`config.mk`:
```
export PLATFORM = sky130hd
export DESIGN_NAME = ots_supervisor
export DESIGN_NICKNAME = d
export VERILOG_FILES = /design/src/rtl/ots_pkg.sv /design/src/rtl/ots_supervisor.sv
export VERILOG_INCLUDE_DIRS = /design/src /design/src/rtl
export SDC_FILE = /design/constraint.sdc
export NUM_CORES = 2
export LEC_CHECK = 0
export BUFFER_PORTS_ARGS = -buffer_cell sky130_fd_sc_hd__buf_2
export CAP_MARGIN = 20
export CORE_ASPECT_RATIO = 1.1
export CORE_MARGIN = 3
export CORE_UTILIZATION = 40
export CTS_BUF_LIST = sky130_fd_sc_hd__clkbuf_8
export DETAILED_ROUTE_END_ITERATION = 8
export PLACE_DENSITY = 0.66
export SLEW_MARGIN = 40
export SYNTH_ARGS = -nofsm -noshare
export SYNTH_HDL_FRONTEND = slang
export SYNTH_SLANG_ARGS = --single-unit
export TNS_END_PERCENT = 5
```
`constraint.sdc`:
```
create_clock -name i_core_clk -period 13.2 [get_ports i_core_clk]
set_clock_uncertainty 0.05 [all_clocks]
set_input_delay 2.64 -clock i_core_clk [delete_from_list [all_inputs] [get_ports i_core_clk]]
set_output_delay 2.64 -clock i_core_clk [all_outputs]
set_load 0.01 [all_outputs]
```
`src/rtl/ots_defines.svh`:
```
// constants of the overcurrent trip supervisor
`ifndef OTS_DEFINES_SVH
`define OTS_DEFINES_SVH
// clock and time base
`define OTS_CLK_HZ      125000000
`define OTS_MS_HZ       1000
`define OTS_SMP_PER     16
`define OTS_MAINS_50    50
`define OTS_MAINS_60    60
// times in ms, counted on the 1 ms tick
`define OTS_LONG_MS     16'd3000
`define OTS_IDLE_MS     16'd60000
`define OTS_CHOOSE_MS   16'd200
`define OTS_WDOG_MS     16'd100
`define OTS_RPT_MS      8'd250
`define OTS_PULSE_MS    8'd20
`define OTS_BLINK_MS    8'd250
// widths
`define OTS_SW          12
`define OTS_AW          24
`define OTS_NPH         3
`define OTS_FUNC_LAST   3'h7
// register byte offsets
`define OTS_REG_CTRL    6'h00
`define OTS_REG_STAT    6'h04
`define OTS_REG_MASK    6'h08
`define OTS_REG_PICK    6'h0c
`define OTS_REG_DLY     6'h10
`define OTS_REG_MAG1    6'h14
`define OTS_REG_MAG2    6'h18
`define OTS_REG_MAG3    6'h1c
`define OTS_REG_STATE   6'h20
`define OTS_REG_WDOG    6'h24
`define OTS_REG_DISP    6'h28
// control bits
`define OTS_CTRL_PULSE  0
`define OTS_CTRL_EXT    1
`define OTS_CTRL_M60    2
`define OTS_CTRL_TRST   3
// status / mask bits
`define OTS_ST_PICK     0
`define OTS_ST_TRIP     1
`define OTS_ST_WDOG     2
`define OTS_ST_SEL      3
`define OTS_ST_RST      4
// synchronised pin inputs
`define OTS_IN_SEL      0
`define OTS_IN_WAKE     4
`define OTS_IN_LINE     5
`define OTS_IN_CBOPEN   6
`define OTS_IN_AUX      7
// characters
`define OTS_CH_SPACE    8'h20
`define OTS_CH_MINUS    8'h2d
`define OTS_FAULT_MSG   "Internal Fault  "
`define OTS_DISP_LINE   5'h10
`endif

```
`src/rtl/ots_pkg.sv`:
```
// types of the overcurrent trip supervisor
package ots_pkg;
	typedef enum logic [3:0] {
		OTS_OFF    = 4'h1,
		OTS_CHOOSE = 4'h2,
		OTS_BATT   = 4'h4,
		OTS_CT     = 4'h8
	} ots_mode_e;
	typedef logic [2:0][11:0] ots_smp_t;
	typedef struct packed {
		logic     valid;
		ots_smp_t data;
	} ots_adc_s;
	typedef struct packed {
		logic       on;
		logic [4:0] pos;
		logic [7:0] chr;
	} ots_disp_s;
	typedef struct packed {
		logic alarm;
		logic relay;
		logic pulse;
		logic led;
		logic selfsup;
	} ots_trip_s;
	typedef struct packed {
		logic [7:0]               s1;
		logic [7:0]               s2;
		logic [7:0]               s3;
		logic [7:0]               deb;
		logic                     wreq;
		logic [31:0]              rdata;
		logic [2:0]               ctrl;
		logic [4:0]               stat;
		logic [4:0]               mask;
		logic [23:0]              pick;
		logic [15:0]              dly;
		logic                     nvld;
		logic                     nvwr;
		logic [2:0]               func;
		logic [2:0][15:0][11:0]   hist;
		logic [2:0][23:0]         re;
		logic [2:0][23:0]         im;
		logic [2:0][23:0]         mag;
		logic [3:0]               sidx;
		logic [17:0]              sdiv;
		logic                     adcst;
		logic [16:0]              mdiv;
		logic [7:0]               bcnt;
		logic                     blink;
		ots_mode_e                mode;
		logic [15:0]              mcnt;
		logic [15:0]              lcnt;
		logic [15:0]              dcnt;
		logic [15:0]              wcnt;
		logic [7:0]               rcnt;
		logic [31:0][7:0]         dbuf;
		ots_disp_s                disp;
		ots_trip_s                trip_o;
		logic                     trip;
		logic                     flash;
		logic                     wdfault;
		logic                     cpurst;
		logic                     ext;
		logic                     irq;
	} ots_state_s;
endpackage : ots_pkg

```
`src/rtl/ots_supervisor.sv`:
```
// overcurrent trip supervisor: sampling, fourier filter, trip timing, panel
// Operation
// - sample each phase current 16 times per mains period, 800 or 960 Hz.
// - fourier filter extracts fundamental, rejecting harmonics and DC offset.
// - settings live in nonvolatile memory, compared continuously with currents.
// - any phase above pickup raises the alarm at once.
// - trip output energises only after the set delay runs out.
// - while line current is present, watchdog resets processor on failed execution and raises self-supervision alarm.
// - program error replaces display content with internal-fault message.
// - drive two-line display, 16 characters per line.
// - trip makes LED flash; any button press stops the flashing.
// - short select press, released before long time, advances displayed function.
// - select held 3 s resets latched trip functions.
// - panel and display switch off after 1 min without key press.
// - wake button without line current runs the unit from battery.
// - while choosing supply mode show blinking minus, refuse value access.
// - variants missing their extra supply run with base features only.
// - pulse trip output repeats every 250 ms until breaker opens.
`include "ots_defines.svh"
module ots_supervisor #(
	parameter int P_MS_CYC  = `OTS_CLK_HZ / `OTS_MS_HZ,
	parameter int P_SMP_C50 = `OTS_CLK_HZ / (`OTS_MAINS_50 * `OTS_SMP_PER),
	parameter int P_SMP_C60 = `OTS_CLK_HZ / (`OTS_MAINS_60 * `OTS_SMP_PER)
) (
	// clock and reset
	input  wire logic               i_core_clk,
	input  wire logic               i_rstn,
	// avalon-mm slave
	input  wire logic [5:0]         i_avs_address,
	input  wire logic               i_avs_read,
	input  wire logic               i_avs_write,
	input  wire logic [3:0]         i_avs_byteenable,
	input  wire logic [31:0]        i_avs_writedata,
	output logic [31:0]             o_avs_readdata,
	output logic                    o_avs_waitrequest,
	output logic                    o_irq,
	// pins: buttons sel,plus,minus,enter,wake; line current, breaker open, aux supply
	input  wire logic [7:0]         i_pins,
	input  wire logic               i_aux_variant,
	// converter
	input  wire ots_pkg::ots_adc_s  i_adc,
	output logic                    o_adc_start,
	// nonvolatile settings
	input  wire logic [39:0]        i_nv_data,
	output logic [39:0]             o_nv_data,
	output logic                    o_nv_wr,
	// panel, trip and supervision outputs
	output ots_pkg::ots_disp_s      o_disp,
	output ots_pkg::ots_trip_s      o_trip,
	output logic [2:0]              o_func,
	output logic                    o_batt_en,
	output logic                    o_feat_ext,
	output logic                    o_cpu_rst
);
	localparam logic [127:0] FMSG = `OTS_FAULT_MSG;

	ots_pkg::ots_state_s r;
	ots_pkg::ots_state_s n;
	logic [7:0]  press;
	logic [7:0]  rel;
	logic        tick;
	logic        take;
	logic        over;
	logic        acc_ok;
	logic        pnl;
	logic [4:0]  ev;
	logic [31:0] rv;
	logic [31:0] bm;
	logic [31:0] wv;

	// half-wave table, scaled by 64
	function automatic logic signed [7:0] cosq(input logic [3:0] k);
		logic signed [7:0] c;
		c = 8'sh00;
		unique case (k[2:0])
			3'h0: c = 8'sh40;
			3'h1: c = 8'sh3b;
			3'h2: c = 8'sh2d;
			3'h3: c = 8'sh18;
			3'h4: c = 8'sh00;
			3'h5: c = -8'sh18;
			3'h6: c = -8'sh2d;
			3'h7: c = -8'sh3b;
		endcase
		return k[3] ? -c : c;
	endfunction : cosq

	function automatic logic [23:0] absv(input logic [23:0] v);
		return v[23] ? 24'(-v) : v;
	endfunction : absv

	// register readback
	always_comb begin
		rv = 32'h0;
		unique case (i_avs_address)
			`OTS_REG_CTRL:  rv = {29'h0, r.ctrl};
			`OTS_REG_STAT:  rv = {27'h0, r.stat};
			`OTS_REG_MASK:  rv = {27'h0, r.mask};
			`OTS_REG_PICK:  rv = acc_ok ? {8'h0, r.pick} : 32'h0;
			`OTS_REG_DLY:   rv = acc_ok ? {16'h0, r.dly} : 32'h0;
			`OTS_REG_MAG1:  rv = acc_ok ? {8'h0, r.mag[0]} : 32'h0;
			`OTS_REG_MAG2:  rv = acc_ok ? {8'h0, r.mag[1]} : 32'h0;
			`OTS_REG_MAG3:  rv = acc_ok ? {8'h0, r.mag[2]} : 32'h0;
			`OTS_REG_STATE: rv = {19'h0, r.mode, r.func, r.wdfault, r.trip,
				r.trip_o.alarm, r.flash, r.ext, r.nvld};
			default:        rv = 32'h0;
		endcase
	end

	// byte-lane merge of write data
	always_comb begin
		bm = {{8{i_avs_byteenable[3]}}, {8{i_avs_byteenable[2]}},
			{8{i_avs_byteenable[1]}}, {8{i_avs_byteenable[0]}}};
		wv = (rv & ~bm) | (i_avs_writedata & bm);
	end

	// next state of the whole block
	always_comb begin
		logic signed [12:0] d;
		logic signed [20:0] pc;
		logic signed [20:0] ps;
		d  = 13'sh0;
		pc = 21'sh0;
		ps = 21'sh0;
		n  = r;
		ev = 5'h0;
		take   = (i_avs_read | i_avs_write) & ~r.wreq;
		acc_ok = (r.mode != ots_pkg::OTS_CHOOSE);
		pnl    = (r.mode == ots_pkg::OTS_BATT) | (r.mode == ots_pkg::OTS_CT);

		// pin synchroniser; a level counts once stages two and three agree
		n.s1 = i_pins;
		n.s2 = r.s1;
		n.s3 = r.s2;
		for (int b = 0; b < 8; b++) begin
			if (r.s2[b] == r.s3[b]) begin
				n.deb[b] = r.s3[b];
			end
		end
		press = n.deb & ~r.deb;
		rel   = ~n.deb & r.deb;

		// 1 ms tick and blink phase
		tick   = (r.mdiv == 17'(P_MS_CYC - 1));
		n.mdiv = tick ? 17'h0 : r.mdiv + 17'h1;
		if (tick) begin
			n.bcnt = (r.bcnt == `OTS_BLINK_MS - 8'h1) ? 8'h0 : r.bcnt + 8'h1;
			n.blink = (r.bcnt == `OTS_BLINK_MS - 8'h1) ? ~r.blink : r.blink;
		end

		// settings restored from nonvolatile memory after reset
		n.nvwr = 1'b0;
		if (!r.nvld) begin
			n.pick = i_nv_data[39:16];
			n.dly  = i_nv_data[15:0];
			n.nvld = 1'b1;
		end

		// sample clock, 16 per mains period
		// compare with >= so a switch to the shorter period cannot overrun the divider
		n.adcst = 1'b0;
		if (r.sdiv >= (r.ctrl[`OTS_CTRL_M60] ? 18'(P_SMP_C60 - 1) : 18'(P_SMP_C50 - 1))) begin
			n.sdiv  = 18'h0;
			n.adcst = 1'b1;
		end else begin
			n.sdiv = r.sdiv + 18'h1;
		end

		// sliding fourier filter, one bin at the fundamental
		if (i_adc.valid) begin
			for (int p = 0; p < `OTS_NPH; p++) begin
				d  = $signed({i_adc.data[p][11], i_adc.data[p]})
					- $signed({r.hist[p][r.sidx][11], r.hist[p][r.sidx]});
				pc = d * cosq(r.sidx);
				ps = d * cosq(r.sidx - 4'h4);
				n.re[p] = r.re[p] + 24'(pc);
				n.im[p] = r.im[p] - 24'(ps);
				n.hist[p][r.sidx] = i_adc.data[p];
			end
			n.sidx = r.sidx + 4'h1;
		end
		over = 1'b0;
		for (int p = 0; p < `OTS_NPH; p++) begin
			n.mag[p] = absv(r.re[p]) + absv(r.im[p]);
			over = over | (r.mag[p] > r.pick);
		end

		// pickup alarm and trip delay
		n.trip_o.alarm = over;
		if (over & ~r.trip_o.alarm) begin
			ev[`OTS_ST_PICK] = 1'b1;
		end
		if (!over) begin
			n.dcnt = 16'h0;
		end else if (tick && !r.trip) begin
			if (r.dcnt >= r.dly) begin
				n.trip  = 1'b1;
				n.flash = 1'b1;
				ev[`OTS_ST_TRIP] = 1'b1;
			end else begin
				n.dcnt = r.dcnt + 16'h1;
			end
		end

		// supply mode and panel time-out
		unique case (r.mode)
			ots_pkg::OTS_OFF: begin
				if (press[`OTS_IN_WAKE]) begin
					n.mode = ots_pkg::OTS_CHOOSE;
					n.mcnt = 16'h0;
				end
			end
			ots_pkg::OTS_CHOOSE: begin
				if (tick) begin
					n.mcnt = r.mcnt + 16'h1;
				end
				if (r.mcnt == `OTS_CHOOSE_MS) begin
					n.mode = n.deb[`OTS_IN_LINE] ? ots_pkg::OTS_CT : ots_pkg::OTS_BATT;
					n.mcnt = 16'h0;
				end
			end
			ots_pkg::OTS_BATT, ots_pkg::OTS_CT: begin
				if (|press) begin
					n.mcnt = 16'h0;
				end else if (r.mcnt == `OTS_IDLE_MS) begin
					n.mode = ots_pkg::OTS_OFF;
				end else if (tick) begin
					n.mcnt = r.mcnt + 16'h1;
				end
			end
		endcase

		// select / reset button: short press steps, long press resets
		if (|press) begin
			n.flash = 1'b0;
		end
		if (!pnl || press[`OTS_IN_SEL]) begin
			n.lcnt = 16'h0;
		end else if (r.deb[`OTS_IN_SEL] && tick && r.lcnt != `OTS_LONG_MS) begin
			n.lcnt = r.lcnt + 16'h1;
			if (r.lcnt == `OTS_LONG_MS - 16'h1) begin
				n.trip = 1'b0;
				n.dcnt = 16'h0;
				ev[`OTS_ST_RST] = 1'b1;
			end
		end
		if (pnl && rel[`OTS_IN_SEL] && r.lcnt != `OTS_LONG_MS) begin
			n.func = (r.func == `OTS_FUNC_LAST) ? 3'h0 : r.func + 3'h1;
			ev[`OTS_ST_SEL] = 1'b1;
		end

		// repeating trip pulse until breaker opens
		if (r.trip && r.ctrl[`OTS_CTRL_PULSE] && !r.deb[`OTS_IN_CBOPEN]) begin
			if (tick) begin
				n.rcnt = (r.rcnt == `OTS_RPT_MS - 8'h1) ? 8'h0 : r.rcnt + 8'h1;
			end
		end else begin
			n.rcnt = 8'h0;
		end
		n.trip_o.pulse = r.trip && r.ctrl[`OTS_CTRL_PULSE] && !r.deb[`OTS_IN_CBOPEN]
			&& (r.rcnt < `OTS_PULSE_MS);
		n.trip_o.relay = r.trip & ~r.ctrl[`OTS_CTRL_PULSE];
		n.trip_o.led   = r.trip & (~r.flash | r.blink);

		// watchdog over the processor
		n.cpurst = r.cpurst & ~tick;
		if (take && i_avs_write && i_avs_address == `OTS_REG_WDOG) begin
			n.wcnt    = 16'h0;
			n.wdfault = 1'b0;
		end
		// an expiry in the cycle of a kick still raises the fault
		if (tick && r.deb[`OTS_IN_LINE]) begin
			if (r.wcnt == `OTS_WDOG_MS) begin
				n.wcnt    = 16'h0;
				n.cpurst  = 1'b1;
				n.wdfault = 1'b1;
				ev[`OTS_ST_WDOG] = 1'b1;
			end else begin
				n.wcnt = n.wcnt + 16'h1; // a kick in this cycle restarts from zero
			end
		end
		n.trip_o.selfsup = r.wdfault;

		// base feature set when the extra supply is missing
		n.ext = r.ctrl[`OTS_CTRL_EXT] & (~i_aux_variant | r.deb[`OTS_IN_AUX]);

		// display scan, one character per cycle over both lines
		n.disp.pos = r.disp.pos + 5'h1;
		n.disp.on  = (r.mode != ots_pkg::OTS_OFF);
		if (r.wdfault) begin
			n.disp.chr = (r.disp.pos < `OTS_DISP_LINE)
				? FMSG[8 * (15 - r.disp.pos[3:0]) +: 8] : `OTS_CH_SPACE;
		end else if (r.mode == ots_pkg::OTS_CHOOSE) begin
			n.disp.chr = (r.disp.pos == 5'h0 && r.blink) ? `OTS_CH_MINUS : `OTS_CH_SPACE;
		end else if (r.mode == ots_pkg::OTS_OFF) begin
			n.disp.chr = `OTS_CH_SPACE;
		end else begin
			n.disp.chr = r.dbuf[r.disp.pos];
		end

		// bus: one wait cycle, action at the edge where waitrequest is low
		n.wreq = ~((i_avs_read | i_avs_write) & r.wreq);
		if (i_avs_read && r.wreq) begin
			n.rdata = rv;
		end
		if (take && i_avs_write) begin
			unique case (i_avs_address)
				`OTS_REG_CTRL: begin
					n.ctrl = wv[2:0];
					if (wv[`OTS_CTRL_TRST]) begin
						n.trip = 1'b0;
						n.dcnt = 16'h0;
					end
				end
				`OTS_REG_MASK: n.mask = wv[4:0];
				`OTS_REG_PICK: begin
					if (acc_ok) begin
						n.pick = wv[23:0];
						n.nvwr = 1'b1;
					end
				end
				`OTS_REG_DLY: begin
					if (acc_ok) begin
						n.dly  = wv[15:0];
						n.nvwr = 1'b1;
					end
				end
				`OTS_REG_DISP: begin
					if (acc_ok) begin
						n.dbuf[wv[12:8]] = wv[7:0];
					end
				end
				default: n.ctrl = r.ctrl;
			endcase
		end

		// a trip falling due in the cycle of a reset or key press still latches
		if (ev[`OTS_ST_TRIP]) begin
			n.trip  = 1'b1;
			n.flash = 1'b1;
		end

		// sticky status: read clears what was reported, a new event wins
		if (take && i_avs_read && i_avs_address == `OTS_REG_STAT) begin
			n.stat = r.stat & ~r.rdata[4:0];
		end
		n.stat = n.stat | ev;
		n.irq  = |(n.stat & r.mask);
	end

	// state register
	always_ff @(posedge i_core_clk or negedge i_rstn) begin
		if (!i_rstn) begin
			r      <= '0;
			r.wreq <= 1'b1;
			r.mode <= ots_pkg::OTS_OFF;
		end else begin
			r <= n;
		end
	end

	// outputs straight from the state flops, battery enable decoded from the mode
	assign o_avs_readdata    = r.rdata;
	assign o_avs_waitrequest = r.wreq;
	assign o_irq             = r.irq;
	assign o_adc_start       = r.adcst;
	assign o_nv_data         = {r.pick, r.dly};
	assign o_nv_wr           = r.nvwr;
	assign o_disp            = r.disp;
	assign o_trip            = r.trip_o;
	assign o_func            = r.func;
	assign o_batt_en         = (r.mode == ots_pkg::OTS_BATT);
	assign o_feat_ext        = r.ext;
	assign o_cpu_rst         = r.cpurst;
endmodule : ots_supervisor

```
Yosys cells after proc, flatten, opt, wreduce, memory -nomap -nowiden --
Memories as Yosys holds them, arrays and structs flattened. Index checks and enable logic that the tools add are counted. Widths: inputs -> output; s select.
Word-level totals: register bits 1321, latch bits 0, bits in writable memories 0, bits in read-only memories 384, input bits 132, output and inout bits 101, word-level logic and storage cells 419, memories 6
Cells by class: $add $sub $neg 37, $mul 6, divide/modulo/power cells 0, $lt $le $gt $ge 12, equality and inequality tests 39, shift operators 1, multiplexer cells 118, bitwise gates (word level) 33, reductions and logical operators 38
Memories:
- (name not given) | depth 8, bits a word 8, rd ports 1, clocked after Yosys merged registers in 0, wr ports 0, line ots_supervisor.sv:75 | unique case (k[2:0])
- (name not given) | depth 8, bits a word 8, rd ports 1, clocked after Yosys merged registers in 0, wr ports 0, line ots_supervisor.sv:75
- (name not given) | depth 8, bits a word 8, rd ports 1, clocked after Yosys merged registers in 0, wr ports 0, line ots_supervisor.sv:75
- (name not given) | depth 8, bits a word 8, rd ports 1, clocked after Yosys merged registers in 0, wr ports 0, line ots_supervisor.sv:75
- (name not given) | depth 8, bits a word 8, rd ports 1, clocked after Yosys merged registers in 0, wr ports 0, line ots_supervisor.sv:75
- (name not given) | depth 8, bits a word 8, rd ports 1, clocked after Yosys merged registers in 0, wr ports 0, line ots_supervisor.sv:75
Operator list (count):
- $bwmux 192 | 3
- $mux 16 | 18
- $mux 24 | 12
- $bwmux 256 | 1
- $pmux 24 s9 | 1
- $mux 8 | 22
- $add 24x24->24 | 6
- $bmux 12 s4 | 3
- $neg 24->24 | 6
- $shiftx 128x33->8 const A | 1
- $mul 13x8->21 | 6
- $gt 24x24->1 | 3
- $sub 24x24->24 | 3
- $add 16x1->16 const B | 4
- $pmux 20 s3 | 1
- $and 24x24->24 | 2
- $demux 12 s4 | 1
- $mux 12 | 4
- $neg 8->8 | 6
- $mux 41 | 1
- $bmux 8 s5 | 1
- $demux 8 s5 | 1
- $mux 20 | 2
- $mux 40 | 1
- other kinds (69) | 175

Logic depth before layout (Yosys ltp) --
word-level depth 11, depth in mapped cells 44, mapped depth without buffers 39

Least setup slack after synthesis --
No wires, ideal clock.
path kind input -> register, start in i_adc[0] in the netlist's numbering, end reg r[573] in the netlist's numbering, library setup time 0.133 ns, arrival 10.536 ns, required time 13.017 ns, slack 2.481 ns, stages 35, path buffers 2, cell sequence inv_1 -> clkbuf_1 -> ha_1 -> nor2b_1 -> o21ai_0 -> a21boi_0 -> o21a_1 -> o21a_1 -> o21ai_0 -> a21oi_1 -> o41ai_2 -> clkbuf_1 -> mux2i_1 -> fa_1 -> inv_1 -> fa_1 -> inv_1 -> fa_1 -> inv_1 -> fa_1 -> inv_1 -> ha_1 -> a21o_1 -> a2111oi_0 -> o211ai_1 -> a31o_2 -> a21oi_1 -> xnor2_1 -> ha_1 -> nand4_1 -> a2111oi_0 -> o21ai_0 -> xnor2_1 -> nand2_1 -> xnor2_1
Between the ends: longest elaborated chain between the ends 3
Ends and longest elaborated chain:
- from (decl) | line ots_supervisor.sv:41 | input wire ots_pkg::ots_adc_s i_adc,
- $sub 12x12->13 | line ots_supervisor.sv:173 | - $signed({r.hist[p][r.sidx][11], r.hist[p][r.sidx]});
- $mul 13x8->21 | line ots_supervisor.sv:174 | pc = d * cosq(r.sidx);
- $add 24x24->24 | line ots_supervisor.sv:176 | n.re[p] = r.re[p] + 24'(pc);
- to (signal assigned) | line ots_supervisor.sv:358 | r <= n;
- to (decl) | line ots_supervisor.sv:57 | ots_pkg::ots_state_s r;
Every way passes these cells. A chain may end at the register's enable or synchronous reset.

Worst setup path after layout --
start reg r[402] in the netlist's numbering, end reg r[597] in the netlist's numbering
Between the ends: longest elaborated chain between the ends 6, elaborated cells between the ends (all ways) 9, those cells by class add/sub (3); mul (1); mux (4); memory (1)
Ends and longest elaborated chain:
- $mem_v2 8x8
- $mux 8 | line ots_supervisor.sv:170 | if (i_adc.valid) begin
- $neg 8->8 | line ots_supervisor.sv:85 | return k[3] ? -c : c;
- $mux 8 | line ots_supervisor.sv:85
- $mul 13x8->21 * | line ots_supervisor.sv:174
- $add 24x24->24 * | line ots_supervisor.sv:176
Mark *: on every way between the ends. The rest lies on a longest branch, timed or not. The select of a mux whose other input is x is not followed.

==> results.yml <==
cells_and_area:
  fin_cells: 12720
  final_cell_mix: "dfrtp_1, inv_1, mux2_2, nor2_1, ha_1"
  fin_nets: 10550
  fillers: 22300
  layout_commonest_cell: "dfrtp_1"
  drive_above_1_share_pct: 20.69
  multi_input_area_um2: 58950
  syn_to_final_growth_pct: 9.513
  register_area_um2: 32870
worst_setup_path:
  timing_worst_setup_path_type: "flop to flop"
  regToRegSetupSlack_ns: 1.79
  start_kind: "flop"
  r2r_start: "r[402]"
  r2r-end: "r[597]"
  crit_slowest_cell: "dfrtp_4"
  slowest_delay_ns: 0.88
  cp.required_ns: 13.98
  r2r_cells: 36
  crit_top_cell: "inv_1"
  arrival_ns: 12.19
  critical_path.max_fanout: 48
  crit_path_end_kind: "flop"
  startpoint: "r[402]"
timing:
  worst_pin_slew_ns: 0.8902
  drv_slew: 0
  final-setup-viol-count: 0
  hold_viol_final: 0
  fin_crit_sh_pct: 86.46
  setup_tns_ns: 0
  min_period_ns: 11.41
  grt_setup_unrepaired: "false"
  hold_slack_ns: 0.3008
  max-slew-margin-rel_pct: 40.44
  fmax_mhz: 87.62
yosys:
  synth_compound_area_share_pct: 9.023
  post_synth.cell_area_avg_um2: 10.52
  synth_top_cell_area_share_pct: 33.73
  synth-simple-area-share_pct: 10.15
  synth-xor-area-share_pct: 4.944
  synth_fa_ha_area_share_pct: 18.58
  ys_async_sr_fraction_pct: 100.0
  ys_warn_count: 0
  ys_types: 90
  syn_area_um2: 97260
  synth_top_family_by_area: "adder cells"
  netlist.top_cell.by_area: "dfrtp_1"
  synth-seq-cells: 1313
  synth_area_leaders: "dfrtp_1, fa_1, mux2_2"
  synth-seq-area-share_pct: 33.78
  synth_ff_type: "dfrtp_1"
  synth_edf_count: 0
  synthCells: 9250
  synthMuxAreaShare_pct: 17.46
clock_network:
  clock_path_buffers: 3
  cts-resized-gates: 0
  holdBufCountCts: 0
  cts.root.buffer_cell: "clkbuf_8"
  cts_num_sinks: 1313
  cts_tree: "built"
  clock_latency_ns: 1.00
  cts_made_buffers: 218
  cts_setup_buffers: 0
  cts.htree.levels: 4
  path_clk_slew_ns: 0.06
global_route:
  grt_max_degree: 172
  antenna_found_initial: 18
  first_global_vias: 71760
  grt.total_usage_pct: 19.83
  grt_first_pass_wirelength_um: 398200
  overflow: 0
worst_hold_path:
  hp-start: "n[1312]"
  whs_path_depth: 0
  hold_path_class: "flop to flop"
  min_to: "n[1304]"
routing:
  viasPerCell: 5.453
  drc: 0
  wl_per_cell_um: 19.55
  wirelength_um: 248700
  first_pass_iters: 7
  drtAntennaViolNets: 0
  drt_iter0_drc: 4479
  num_vias: 69390
status:
  outcome: "finished clean"
placed_design:
  place_congestion: 0.9131
  io_buffers: 215
  hpwl_um: 177500
  placed_cells: 12310
floorplan:
  pin_count: 233
  rows: 189
  start_util_pct: 40.28
  dieArea_um2: 249100
  core_um2: 241400
  die_w_um: 476.2
  die_h_um: 523.2
run:
  cap_violations: 0
worst max-delay path: cells and delay by family (launching register included):
kind / cells / cell delay, ns
buf+inv: 6 / 0.86
compound gates: 17 / 3.95
xor+xnor: 2 / 0.46
mux: 2 / 1.07
flops: 1 / 0.88
simple gates: 2 / 0.67
fa+ha+maj: 7 / 3.28
worst max path at each step:
stage | end | slack (ns)
after floorplan | r[573] | 2.48
after global placement | r[573] | 1.34
after detailed placement | r[597] | 1.20
after CTS | r[597] | 1.92
after global routing | r[597] | 1.10
final | r[597] | 1.79
registers in the layout, summed over array words and instances (netlist names):
name,count
n,17
o_adc_start,1
o_avs_readdata,24
o_avs_waitrequest,1
o_cpu_rst,1
o_disp,14
o_feat_ext,1
o_func,3
o_irq,1
o_nv_data,40
o_nv_wr,1
o_trip,5
r,1204
metal layers:
metal / track usage, % / share of wire (%)
met5: 0 / 0.047
met4: 6.570 / 3.1
met1: 26.63 / 44
met2: 32.65 / 47
met3: 3.314 / 5.9
area by class of cell:
type                       instances  share of cell area [%]
antenna                            8                 0.01879
clock buffer                     287                   3.708
clock inverter                   114                  0.8328
inverter                         950                   3.349
multi-input combinational       6472                   55.34
sequential                      1313                   30.86
tap                             3247                   3.814
timing repair buffer             333                   2.074
synthesized netlist by cell type, types with 24 or more instances:
library cell / instances
a22oi_1: 43
buf_4: 94
nor2_1: 814
nand4_1: 56
o41ai_1: 24
nor3_1: 146
and2_1: 71
xnor2_1: 412
and3_1: 48
a21oi_1: 330
ha_1: 609
nand2b_1: 84
dfrtp_1: 1311
nor2b_1: 68
o31ai_1: 54
o21ai_0: 342
o21bai_1: 51
buf_1: 57
or3_1: 58
clkbuf_1: 366
mux2i_1: 133
nand3_1: 135
inv_1: 945
or2_2: 24
a31oi_1: 37
mux4_2: 235
xor2_1: 137
fa_1: 522
a211oi_1: 56
nand2_1: 510
o21a_1: 72
o211ai_1: 27
a21o_1: 128
mux2_2: 915
logic make-up after synthesis:
family                   count (synthesis)
buffers and inverters                 1472
AO/OA/AOI/OAI                         1365
XOR/XNOR                               549
flip-flops                            1313
AND/OR/NAND/NOR                       2130
other                                    2
multiplexers                          1288
adder cells (fa/ha/maj)               1131
metrics by stage:
| step | utilization (%) | setup WS, ns | area, µm² |
|---|---|---|---|
| after floorplan | - | 2.481 | 97290 |
| after global placement | 41.99 | 1.338 | 101400 |
| after detailed placement | 42.05 | 1.195 | 101500 |
| after CTS | 44.06 | 1.916 | 106400 |
| after global routing | 44.11 | 1.098 | 106500 |
| final | 44.12 | 1.787 | 106500 |
Power is not shown: default switching activity piles up to over one toggle a cycle in this logic, so the estimate is an artifact.
